File: src/core/radio_dcf_pkg.sv
package radio_dcf_pkg;

    ////////////////////////////////////////////////////////////////////////
    // Counts and sizes
    localparam int NUM_TIMERS = 6;
    localparam int NUM_FE_OUTPUTS = 5;
    localparam int NUM_PINS = 8;
    localparam int NUM_PAIRS = 4;
    localparam int DELAY_W = 8;
    localparam int FN_ID_W = 6;

    ////////////////////////////////////////////////////////////////////////
    // Timing
    localparam int CLK_PERIOD_PS = 4000;
    localparam int TIME_RES_US = 1;
    localparam int US_CYCLES = (TIME_RES_US * 1000000) / CLK_PERIOD_PS;
    localparam logic [7:0] US_LAST = 8'(US_CYCLES - 1);
    localparam logic [7:0] PRESCALE_RESET = 8'h00;

    ////////////////////////////////////////////////////////////////////////
    // Pin function identifiers of the five front-end outputs
    localparam logic [FN_ID_W-1:0] FN_ID_FIRST = 6'h37;
    localparam logic [FN_ID_W-1:0] FN_ID_LAST = 6'h3B;

    ////////////////////////////////////////////////////////////////////////
    // Selector pair layout inside each byte of a selection register
    localparam int PAIR_BITS = 8;
    localparam int BSEL_LSB = 0;
    localparam int WSEL_LSB = 4;
    localparam int PAIR_EN_BIT = 7;
    localparam logic [2:0] BSEL_TX = 3'h7;
    localparam logic [2:0] BSEL_RX = 3'h6;

    ////////////////////////////////////////////////////////////////////////
    // Carriers and state
    typedef struct packed {
        logic ref_is_rx;
        logic [DELAY_W-1:0] on_delay;
        logic [DELAY_W-1:0] off_delay;
    } timer_cfg_t;

    typedef struct packed {
        logic ref_prev;
        logic on_pend;
        logic [DELAY_W-1:0] on_cnt;
        logic off_pend;
        logic [DELAY_W-1:0] off_cnt;
        logic level;
    } chan_state_t;

    localparam chan_state_t CHAN_RESET = '0;

    typedef enum logic [1:0] {
        REF_LOW = 2'h1,
        REF_HIGH = 2'h2
    } ref_phase_t;

endpackage : radio_dcf_pkg
File: src/core/front_end_timer_channel.sv
module front_end_timer_channel
    import radio_dcf_pkg::*;
(
    // Clock and reset
    input wire logic ref_clk_in,
    input wire logic rst_b_in,
    // Timing
    input wire logic tick_us_in,
    input wire logic ref_in,
    input wire logic [DELAY_W-1:0] on_delay_in,
    input wire logic [DELAY_W-1:0] off_delay_in,
    // Output level
    output logic level_out
);

    chan_state_t state_reg;
    chan_state_t state_next;

    always_comb begin
        state_next = state_reg;
        state_next.ref_prev = ref_in;
        // Countdowns move only on microsecond ticks
        if (tick_us_in) begin
            if (state_reg.on_pend) begin
                if (state_reg.on_cnt <= 8'h01) begin
                    state_next.on_pend = 1'b0;
                    state_next.level = 1'b1;
                end else begin
                    state_next.on_cnt = state_reg.on_cnt - 8'h01;
                end
            end
            if (state_reg.off_pend) begin
                if (state_reg.off_cnt <= 8'h01) begin
                    state_next.off_pend = 1'b0;
                    state_next.level = 1'b0;
                end else begin
                    state_next.off_cnt = state_reg.off_cnt - 8'h01;
                end
            end
        end
        // Fresh edge restarts its own countdown
        if (ref_in && !state_reg.ref_prev) begin
            state_next.on_cnt = on_delay_in;
            state_next.on_pend = (on_delay_in != 8'h00);
            if (on_delay_in == 8'h00) begin
                state_next.level = 1'b1;
            end
        end
        if (!ref_in && state_reg.ref_prev) begin
            state_next.off_cnt = off_delay_in;
            state_next.off_pend = (off_delay_in != 8'h00);
            if (off_delay_in == 8'h00) begin
                state_next.level = 1'b0;
            end
        end
    end

    always_ff @(posedge ref_clk_in or negedge rst_b_in) begin
        if (!rst_b_in) begin
            state_reg <= CHAN_RESET;
        end else begin
            state_reg <= state_next;
        end
    end

    assign level_out = state_reg.level;
endmodule : front_end_timer_channel

File: src/core/radio_dcf_and_diag_irq.sv
// Notes on behaviour
// - Five front-end outputs, each edge placed with one microsecond steps.
// - Each front-end output reaches any pin through function ids 55 to 59.
// - Output timing is an offset from transmit or receive enable edges.
// - Diagnostic interrupt sources come from link diag and radio signals.
// - Four identical word/bit selector pairs, each choosing one source.
// - Words 0-1 pick diag bits; words 2-3 pick enables and timers.
// - Radio timers 21 to 26 are the timed outputs, visible as sources.
module radio_dcf_and_diag_irq
    import radio_dcf_pkg::*;
(
    // Clock and reset
    input wire logic ref_clk_in,
    input wire logic rst_b_in,
    // Link-layer signals
    input wire logic tx_en_in,
    input wire logic rx_en_in,
    input wire logic [7:0] link_diag_bit_in,
    // Timer configuration
    input wire timer_cfg_t [NUM_TIMERS-1:0] timer_cfg_in,
    // Pin routing
    input wire logic [NUM_PINS-1:0][FN_ID_W-1:0] pin_function_id_in,
    // Diagnostic interrupt selection
    input wire logic [15:0] diag_source_select_low_in,
    input wire logic [15:0] diag_source_select_high_in,
    // Outputs
    output logic [NUM_TIMERS-1:0] radio_timer_out,
    output logic [NUM_PINS-1:0] pin_front_end_out,
    output logic [NUM_PINS-1:0] pin_front_end_sel_out,
    output logic radio_diag_interrupt_out
);

    typedef struct packed {
        logic [7:0] prescale;
        logic tick;
        logic [NUM_PINS-1:0] pin_level;
        logic [NUM_PINS-1:0] pin_sel;
        logic irq;
    } top_state_t;

    localparam top_state_t TOP_RESET = '{
        prescale: PRESCALE_RESET,
        tick: 1'b0,
        pin_level: '0,
        pin_sel: '0,
        irq: 1'b0
    };

    top_state_t state_reg;
    top_state_t state_next;
    logic [NUM_TIMERS-1:0] timer_level;
    logic [NUM_PAIRS-1:0] pair_hit;
    logic [31:0] select_all;

    assign select_all = {diag_source_select_high_in,
                         diag_source_select_low_in};

    ////////////////////////////////////////////////////////////////////////
    // Timed channels; the sixth drives no pin, only radio_timer_out and the diag sources
    for (genvar t = 0; t < NUM_TIMERS; t++) begin : g_timer
        front_end_timer_channel front_end_timer_channel_inst (
            .ref_clk_in(ref_clk_in),
            .rst_b_in(rst_b_in),
            .tick_us_in(state_reg.tick),
            .ref_in(timer_cfg_in[t].ref_is_rx ? rx_en_in : tx_en_in),
            .on_delay_in(timer_cfg_in[t].on_delay),
            .off_delay_in(timer_cfg_in[t].off_delay),
            .level_out(timer_level[t])
        );
    end

    ////////////////////////////////////////////////////////////////////////
    // Source decode for the four selector pairs
    always_comb begin
        logic [2:0] bsel;
        logic [1:0] wsel;
        logic en;
        bsel = 3'h0;
        wsel = 2'h0;
        en = 1'b0;
        pair_hit = '0;
        for (int p = 0; p < NUM_PAIRS; p++) begin
            bsel = select_all[p*PAIR_BITS+BSEL_LSB +: 3];
            wsel = select_all[p*PAIR_BITS+WSEL_LSB +: 2];
            en = select_all[p*PAIR_BITS+PAIR_EN_BIT];
            if (!en) begin
                pair_hit[p] = 1'b0;
            end else if (!wsel[1]) begin
                pair_hit[p] = link_diag_bit_in[bsel];
            end else if (bsel == BSEL_TX) begin
                pair_hit[p] = tx_en_in;
            end else if (bsel == BSEL_RX) begin
                pair_hit[p] = rx_en_in;
            end else begin
                pair_hit[p] = timer_level[bsel];
            end
        end
    end

    ////////////////////////////////////////////////////////////////////////
    // Next state
    always_comb begin
        state_next = state_reg;
        // Free-running tick; phase is arbitrary, so resolution is 1 us
        state_next.tick = (state_reg.prescale == US_LAST);
        if (state_reg.prescale == US_LAST) begin
            state_next.prescale = 8'h00;
        end else begin
            state_next.prescale = state_reg.prescale + 8'h01;
        end
        for (int g = 0; g < NUM_PINS; g++) begin
            state_next.pin_level[g] = 1'b0;
            state_next.pin_sel[g] = 1'b0;
            for (int t = 0; t < NUM_FE_OUTPUTS; t++) begin
                if (pin_function_id_in[g] == FN_ID_FIRST + 6'(t)) begin
                    state_next.pin_level[g] = timer_level[t];
                    state_next.pin_sel[g] = 1'b1;
                end
            end
        end
        // Registered so a glitch in the selector mux never reaches the CPU
        state_next.irq = |pair_hit;
    end

    always_ff @(posedge ref_clk_in or negedge rst_b_in) begin
        if (!rst_b_in) begin
            state_reg <= TOP_RESET;
        end else begin
            state_reg <= state_next;
        end
    end

    assign radio_timer_out = timer_level;
    assign pin_front_end_out = state_reg.pin_level;
    assign pin_front_end_sel_out = state_reg.pin_sel;
    assign radio_diag_interrupt_out = state_reg.irq;
endmodule : radio_dcf_and_diag_irq

File: config.mk
export PLATFORM = sky130hd
export DESIGN_NAME = radio_dcf_and_diag_irq
export DESIGN_NICKNAME = d
export VERILOG_FILES = /design/src/core/radio_dcf_pkg.sv /design/src/core/front_end_timer_channel.sv /design/src/core/radio_dcf_and_diag_irq.sv
export SDC_FILE = /design/constraint.sdc
export NUM_CORES = 1
export LEC_CHECK = 0
export BUFFER_PORTS_ARGS = -buffer_cell sky130_fd_sc_hd__buf_4
export CORE_ASPECT_RATIO = 0.9
export CORE_MARGIN = 2
export CORE_UTILIZATION = 55
export DETAILED_ROUTE_END_ITERATION = 16
export PLACE_DENSITY = 0.82
export SLEW_MARGIN = 20
export SYNTH_ARGS = -nofsm -noshare
export SYNTH_HDL_FRONTEND = slang
export SYNTH_SLANG_ARGS = --single-unit
File: constraint.sdc
create_clock -name ref_clk_in -period 2.6 [get_ports ref_clk_in]
set_input_delay 0.39 -clock ref_clk_in [delete_from_list [all_inputs] [get_ports ref_clk_in]]
set_output_delay 0.39 -clock ref_clk_in [all_outputs]
set_load 0.1 [all_outputs]
==> results of run 1 <==
==> layer usage <==
layer	vias to the layer above	GRT usage, %	share of wire [%]
met1	3869	32.89	43
met5	-	0	0
met2	222	45.29	49
li1	3891	-	-
met4	0	9.566	2.3
met3	41	5.170	4.8
==> worst register-to-register path: stages (launching register included) <==
cell and delay [ns]:
dfrtp_1 0.40, inv_1 0.06, ha_1 0.23, or2_2 0.30
a31oi_2 0.46, nand4b_1 0.19, xnor2_1 0.17, mux2_2 0.26
==> report_power, final <==
part	switching, W	internal [W]
sequential	0.000308	0.00256
combinational	0.000766	0.000673
clock	0.000967	0.00140
total	0.00204	0.00464
==> through the flow <==
stage                     power [W]  setup WS (ns)  hold slack [ns]  area, um2  util [%]
final                      0.006681         0.4154           0.1736      11240     69.90
after global placement     0.004270         0.4974           0.3555      10650     66.27
after CTS                  0.006710         0.4021           0.1630      11230     69.89
after global routing       0.007021         0.2607           0.1702      11240     69.90
after detailed placement   0.004331         0.4164           0.3532      10650     66.27
after floorplan            0.003768         0.5391          0.09441       9026         -
==> cell families after synthesis <==
kind of cell               after synthesis  share of synthesized area, %
adders and majority gates               26                         3.604
AOI/OAI and AO/OA                      182                         13.18
xor gates and xnor gates                80                         7.763
DFF                                    146                         40.48
and+or+nand+nor                        425                         23.36
buffers and inverters                   95                         4.893
muxes                                   36                         6.723
==> area by class of cell <==
cell class | instances | area [um2] | area share, %
clock buffer | 18 | 429.2 | 3.819
sequential | 146 | 3654 | 32.51
multi-input combinational | 749 | 4931 | 43.88
antenna | 1 | 2.502 | 0.02227
tap | 207 | 259.0 | 2.305
timing repair buffer | 217 | 1648 | 14.66
clock inverter | 14 | 141.4 | 1.258
inverter | 46 | 172.7 | 1.537
==> placed cells by master, fill, tap and decap left out, types with 4 or more instances in the layout <==
cell type	Yosys	routed
or3_1	6	6
nand2_1	88	88
buf_4	22	214
or2_2	15	15
a32oi_1	8	8
o21ai_1	6	6
o21ai_0	40	40
and2_1	6	6
clkbuf_16	0	17
nand4_1	16	16
nor2b_1	12	12
a31oi_1	8	8
nand4b_1	14	14
or4_1	7	7
a21oi_1	66	66
a31oi_2	7	7
and3_1	6	6
o21a_1	7	7
xnor2_1	33	33
inv_1	46	46
clkinvlp_4	0	4
nor3_1	29	29
nand2b_1	4	4
mux2i_1	10	10
o2111ai_1	5	5
o31ai_1	5	5
nand3b_1	7	7
a211oi_1	4	4
mux4_2	19	19
dfrtp_1	146	146
mux2_2	7	7
nor2_1	136	136
nand3_1	34	34
nor4_1	34	34
ha_1	26	26
xor2_1	47	47
clkinv_2	0	5
==> worst min path at each step <==
stage / start / endpoint / slack, ns
3_3_place_gp: rst_b_in / asynchronous set/reset pin / 0.36
2_1_floorplan: rst_b_in / g_timer[0].front_end_timer_channel_inst.level_out / 0.09
3_5_place_dp: rst_b_in / asynchronous set/reset pin / 0.35
6_report: timer_cfg_in[95] / flop / 0.17
5_1_grt: timer_cfg_in[94] / flop / 0.17
4_1_cts: timer_cfg_in[95] / flop / 0.16
==> impl_metrics.yaml, run 1 <==
routing:
  wire_per_inst_um: 16.17
  drt_pass1_iterations: 5
  finalWirelength_um: 22610
  antenna_left: 0
  drt_iter0_drc: 405
  vias: 8023
  vias_per_cell: 5.739
  drc: 0
synthesis:
  avgSynthCellArea_um2: 9.117
  synth_top_cell_by_area: "dfrtp_1"
  yosysWarnings: 0
  yosysMostFrequentCell: "dfrtp_1"
  seq_area_frac_synth_pct: 40.48
  synth_area_leaders: "dfrtp_1, nor2_1, mux4_2, xor2_1, a21oi_1"
  async_reset_ff_share_pct: 100.0
  syn-num-nets: 1210
  synth-main-ff-cell: "dfrtp_1"
  synth-seq-cells: 146
  netlist.area_leader.share_pct: 40.48
  ys_types: 59
  synth_area_mm2: 0.009026
  netlist_instances: 990
  synth_edf_count: 0
  synth_common_cells: "dfrtp_1, nor2_1, nand2_1"
critical_path:
  path_depth: 7
  critPathSlowestCell: "a31oi_2"
  startpoint_type: "flop"
  cp-end-kind: "flop"
  cp.arrival_ns: 2.49
  cp.required_ns: 2.90
  worst-path-buf-inv: 1
  r2r_slack_ns: 0.42
  cp_max_fo: 10
  worst_path_dominant_cell_family: "simple AND/OR/NAND/NOR gates"
  slowest_delay_ns: 0.46
  critPathKind: "flop to flop"
  worstPathCellList: "inv_1 > ha_1 > or2_2 > a31oi_2 > nand4b_1 > xnor2_1 > mux2_2"
  reg2regPathDepth: 7
cts:
  clk_latency_ns: 0.43
  tritoncts: "yes"
  clock_path_buffers: 2
  cts_made_buffers: 17
  postCtsSetupBuffers: 0
  clk_pin_slew_worst_paths_ns: 0.07
  clkSinkCount: 146
  cts_hold_buf: 1
  cts_max_level: 4
  ctsResizeCount: 0
  cts-root-buf: "clkbuf_16"
power_and_ir_drop:
  pwr_density_cell_mw_per_mm2: 594.6
  vdd_drop_max_v: 0.0004926
  p_leak_nw: 4.796
grt:
  antenna_found_initial: 1
  track_usage_pct: 26.20
  overflow: 0
  grt_pass1_wl_um: 37050
  grt_start_max_net_pins: 53
  grt_pass1_vias: 7858
floorplan:
  fp.dieW_um: 139.0
  dieArea_mm2: 0.01745
  ios: 217
  placementRows: 44
  start_util_pct: 56.15
  design.core.area_mm2: 0.01608
  die_h_um: 125.5
timing:
  maxSlewHeadroom_pct: 48.76
  final_hold_viol_count: 0
  setup_tns_ns: 0
  drv_slew: 0
  timing.final.crit_share_pct: 84.02
  rsz0062_at_grt: "false"
  tightest_slew_ns: 0.7658
  period_minus_slack_ns: 2.185
  max_freq_ghz: 0.4577
  skew_ns: 0.01159
  finalSetupViolations: 0
finish:
  largest_reg_flops: 114
  fillCellCount: 1247
  fin_nets: 1397
  drive_gt1_share_pct: 25.29
  final_cells: 1398
  area_delta_synth_final_pct: 24.49
placement:
  globalplace.congestion: 0.9346
  dpl.hpwl_um: 17030
  io_buffers: 204
  place_inst: 1364
hold_path:
  hold_class: "input pin to flop"
  whs_path_depth: 3
outcome:
  status: "finished, final reports clean"
job:
  cap_viol_max_count: 0
Note: power is estimated with default switching activity, not from simulation.
==> inputs of run 2 (changes only) <==
==> constraint.sdc (replaced) <==
create_clock -name ref_clk_in -period 2.1 [get_ports ref_clk_in]
set_input_delay 0.315 -clock ref_clk_in [delete_from_list [all_inputs] [get_ports ref_clk_in]]
set_output_delay 0.315 -clock ref_clk_in [all_outputs]
set_load 0.1 [all_outputs]
==> impl_metrics.yaml, run 2 (synthesis gave the netlist of run 1 again) <==
outcome:
  status: "finished, final reports clean"
finish:
  drive_gt1_share_pct: 27.72
  mostFrequentLayoutCells: "buf_4, dfrtp_1, nor2_1"
  multiInputGateArea_mm2: 0.005000
  stdcell_area_mm2: 0.01160
  fin_nets: 1432
  regArea_mm2: 0.003654
  final_common_cell: "buf_4"
  largest_reg_flops: 114
  fillCellCount: 1242
  area_delta_synth_final_pct: 28.53
routing:
  wl_met2_um: 12340
  drc: 0
  top_layer_used: "met4"
  wl_met3_um: 1424
  vias: 8273
  drt_pass1_iterations: 5
  finalWirelength_um: 24010
  antenna_left: 0
  wl_met1_um: 9714
  drt_iter0_drc: 518
  wire_per_inst_um: 16.77
  vias_per_cell: 5.781
timing:
  rsz0062_at_grt: "true"
  maxSlewHeadroom_pct: 60.27
  timing.final.crit_share_pct: 97.49
  worst_slack_ns: 0.05270
  skew_ns: 0.01213
  setup_tns_ns: 0
  final_hold_viol_count: 0
  drv_slew: 0
  tightest_slew_ns: 0.5914
  finalSetupViolations: 0
  period_minus_slack_ns: 2.047
  max_freq_ghz: 0.4884
grt:
  grt_pass1_wl_um: 39120
  track_usage_pct: 27.90
  overflow: 0
  grt_pass1_vias: 8087
  grt_start_max_net_pins: 54
  antenna_found_initial: 1
critical_path:
  r2r_slack_ns: 0.05
  cp.arrival_ns: 2.40
  cp_max_fo: 4
  cp.required_ns: 2.45
  cp-end-kind: "flop"
  critPathKind: "flop to flop"
  startpoint_type: "flop"
power_and_ir_drop:
  vdd_drop_max_v: 0.0005901
  p_leak_nw: 5.004
  finalPower_w: 0.008567
  pwr_density_cell_mw_per_mm2: 738.5
floorplan:
  fp.dieW_um: 139.0
  dieArea_mm2: 0.01745
  ios: 217
  design.core.area_mm2: 0.01608
  die_h_um: 125.5
  placementRows: 44
  start_util_pct: 56.15
hold_path:
  hold_class: "input pin to flop"
placement:
  dpl.hpwl_um: 17740
  dpl_cell_area_mm2: 0.01085
  dp_worst_setup_slack_ns: 0.02129
  io_buffers: 204
  globalplace.congestion: 0.9388
cts:
  clock_path_buffers: 2
  cts_max_level: 4
  clk_pin_slew_worst_paths_ns: 0.06
  clk_latency_ns: 0.43
  tritoncts: "yes"
  cts_made_buffers: 17
  clkSinkCount: 146
  cts-root-buf: "clkbuf_16"
job:
  cap_viol_max_count: 0
-- run 2: cell types whose count changed in the layout (fill, tap and decap cells not counted), moves of 3 or more --
cell / previous run / this run
buf_4: 214 / 248
a31oi_4: 0 / 5
clkinv_4: 3 / 0
a31oi_2: 7 / 2
clkbuf_8: 0 / 7
clkinv_2: 5 / 2
clkinvlp_4: 4 / 0
-- run 2: path summary, 6_finish.rpt --
kind	from	to	cells past startpoint
worst min-delay path	timer_cfg_in[61]	flop	3
min in group asynchronous	rst_b_in	asynchronous set/reset pin	2
worst max register to register	flop	flop	7
worst min register to register	state_reg[25]	state_reg[25]	1
worst max-delay path	flop	flop	7
max in group asynchronous	rst_b_in	pin_front_end_out[3]	3
-- run 2: final cells by class --
class / instances / area share, %
Multi-Input combinational cell: 749 / 43.10
Sequential cell: 146 / 31.49
Timing Repair Buffer: 252 / 16.50
Clock buffer: 26 / 4.562
Tap cell: 207 / 2.233
Inverter: 46 / 1.488
Clock inverter: 4 / 0.6040
Antenna cell: 1 / 0.02157
-- run 2: power breakdown --
group	internal (W)	leakage (nW)	total, W	switching (W)
logic	0.000900	3.00	0.00191	0.00101
clock network	0.00195	0.298	0.00310	0.00114
registers	0.00317	1.70	0.00356	0.000386
total	0.00603	5.00	0.00857	0.00254
-- run 2: routing by layer --
layer  global-route usage (%)  vias to the layer above
li1                         -                     3968
met1                    34.49                     3957
met2                    49.38                      297
met3                    5.439                       51
met4                    9.210                        0
met5                        0                        -
-- run 2: what timing repair did --
item                                    4_1_cts  5_1_grt
buffers inserted                              0        9
gates resized for setup                       0       12
hold endpoints to repair                     40        0
endpoints found under the setup margin        0       21
hold buffers                                  1        0
-- run 2: worst max-delay path, stage by stage (launching register included) --
cell and delay (ns):
dfrtp_1 0.39, inv_1 0.06, ha_2 0.20, nor2_2 0.14, o311ai_2 0.13, or4_4 0.46
or4_4 0.43, a31oi_1 0.16
-- run 2: stage by stage --
step / hold WS, ns / utilization [%] / instances
detailed placement: 0.2599 / 67.49 / 1390
floorplan: 0.01941 / - / 990
global placement: 0.2581 / 67.49 / 1390
CTS: 0.08673 / 71.28 / 1421
finish: 0.09272 / 72.17 / 1431
global route: 0.1009 / 72.17 / 1431
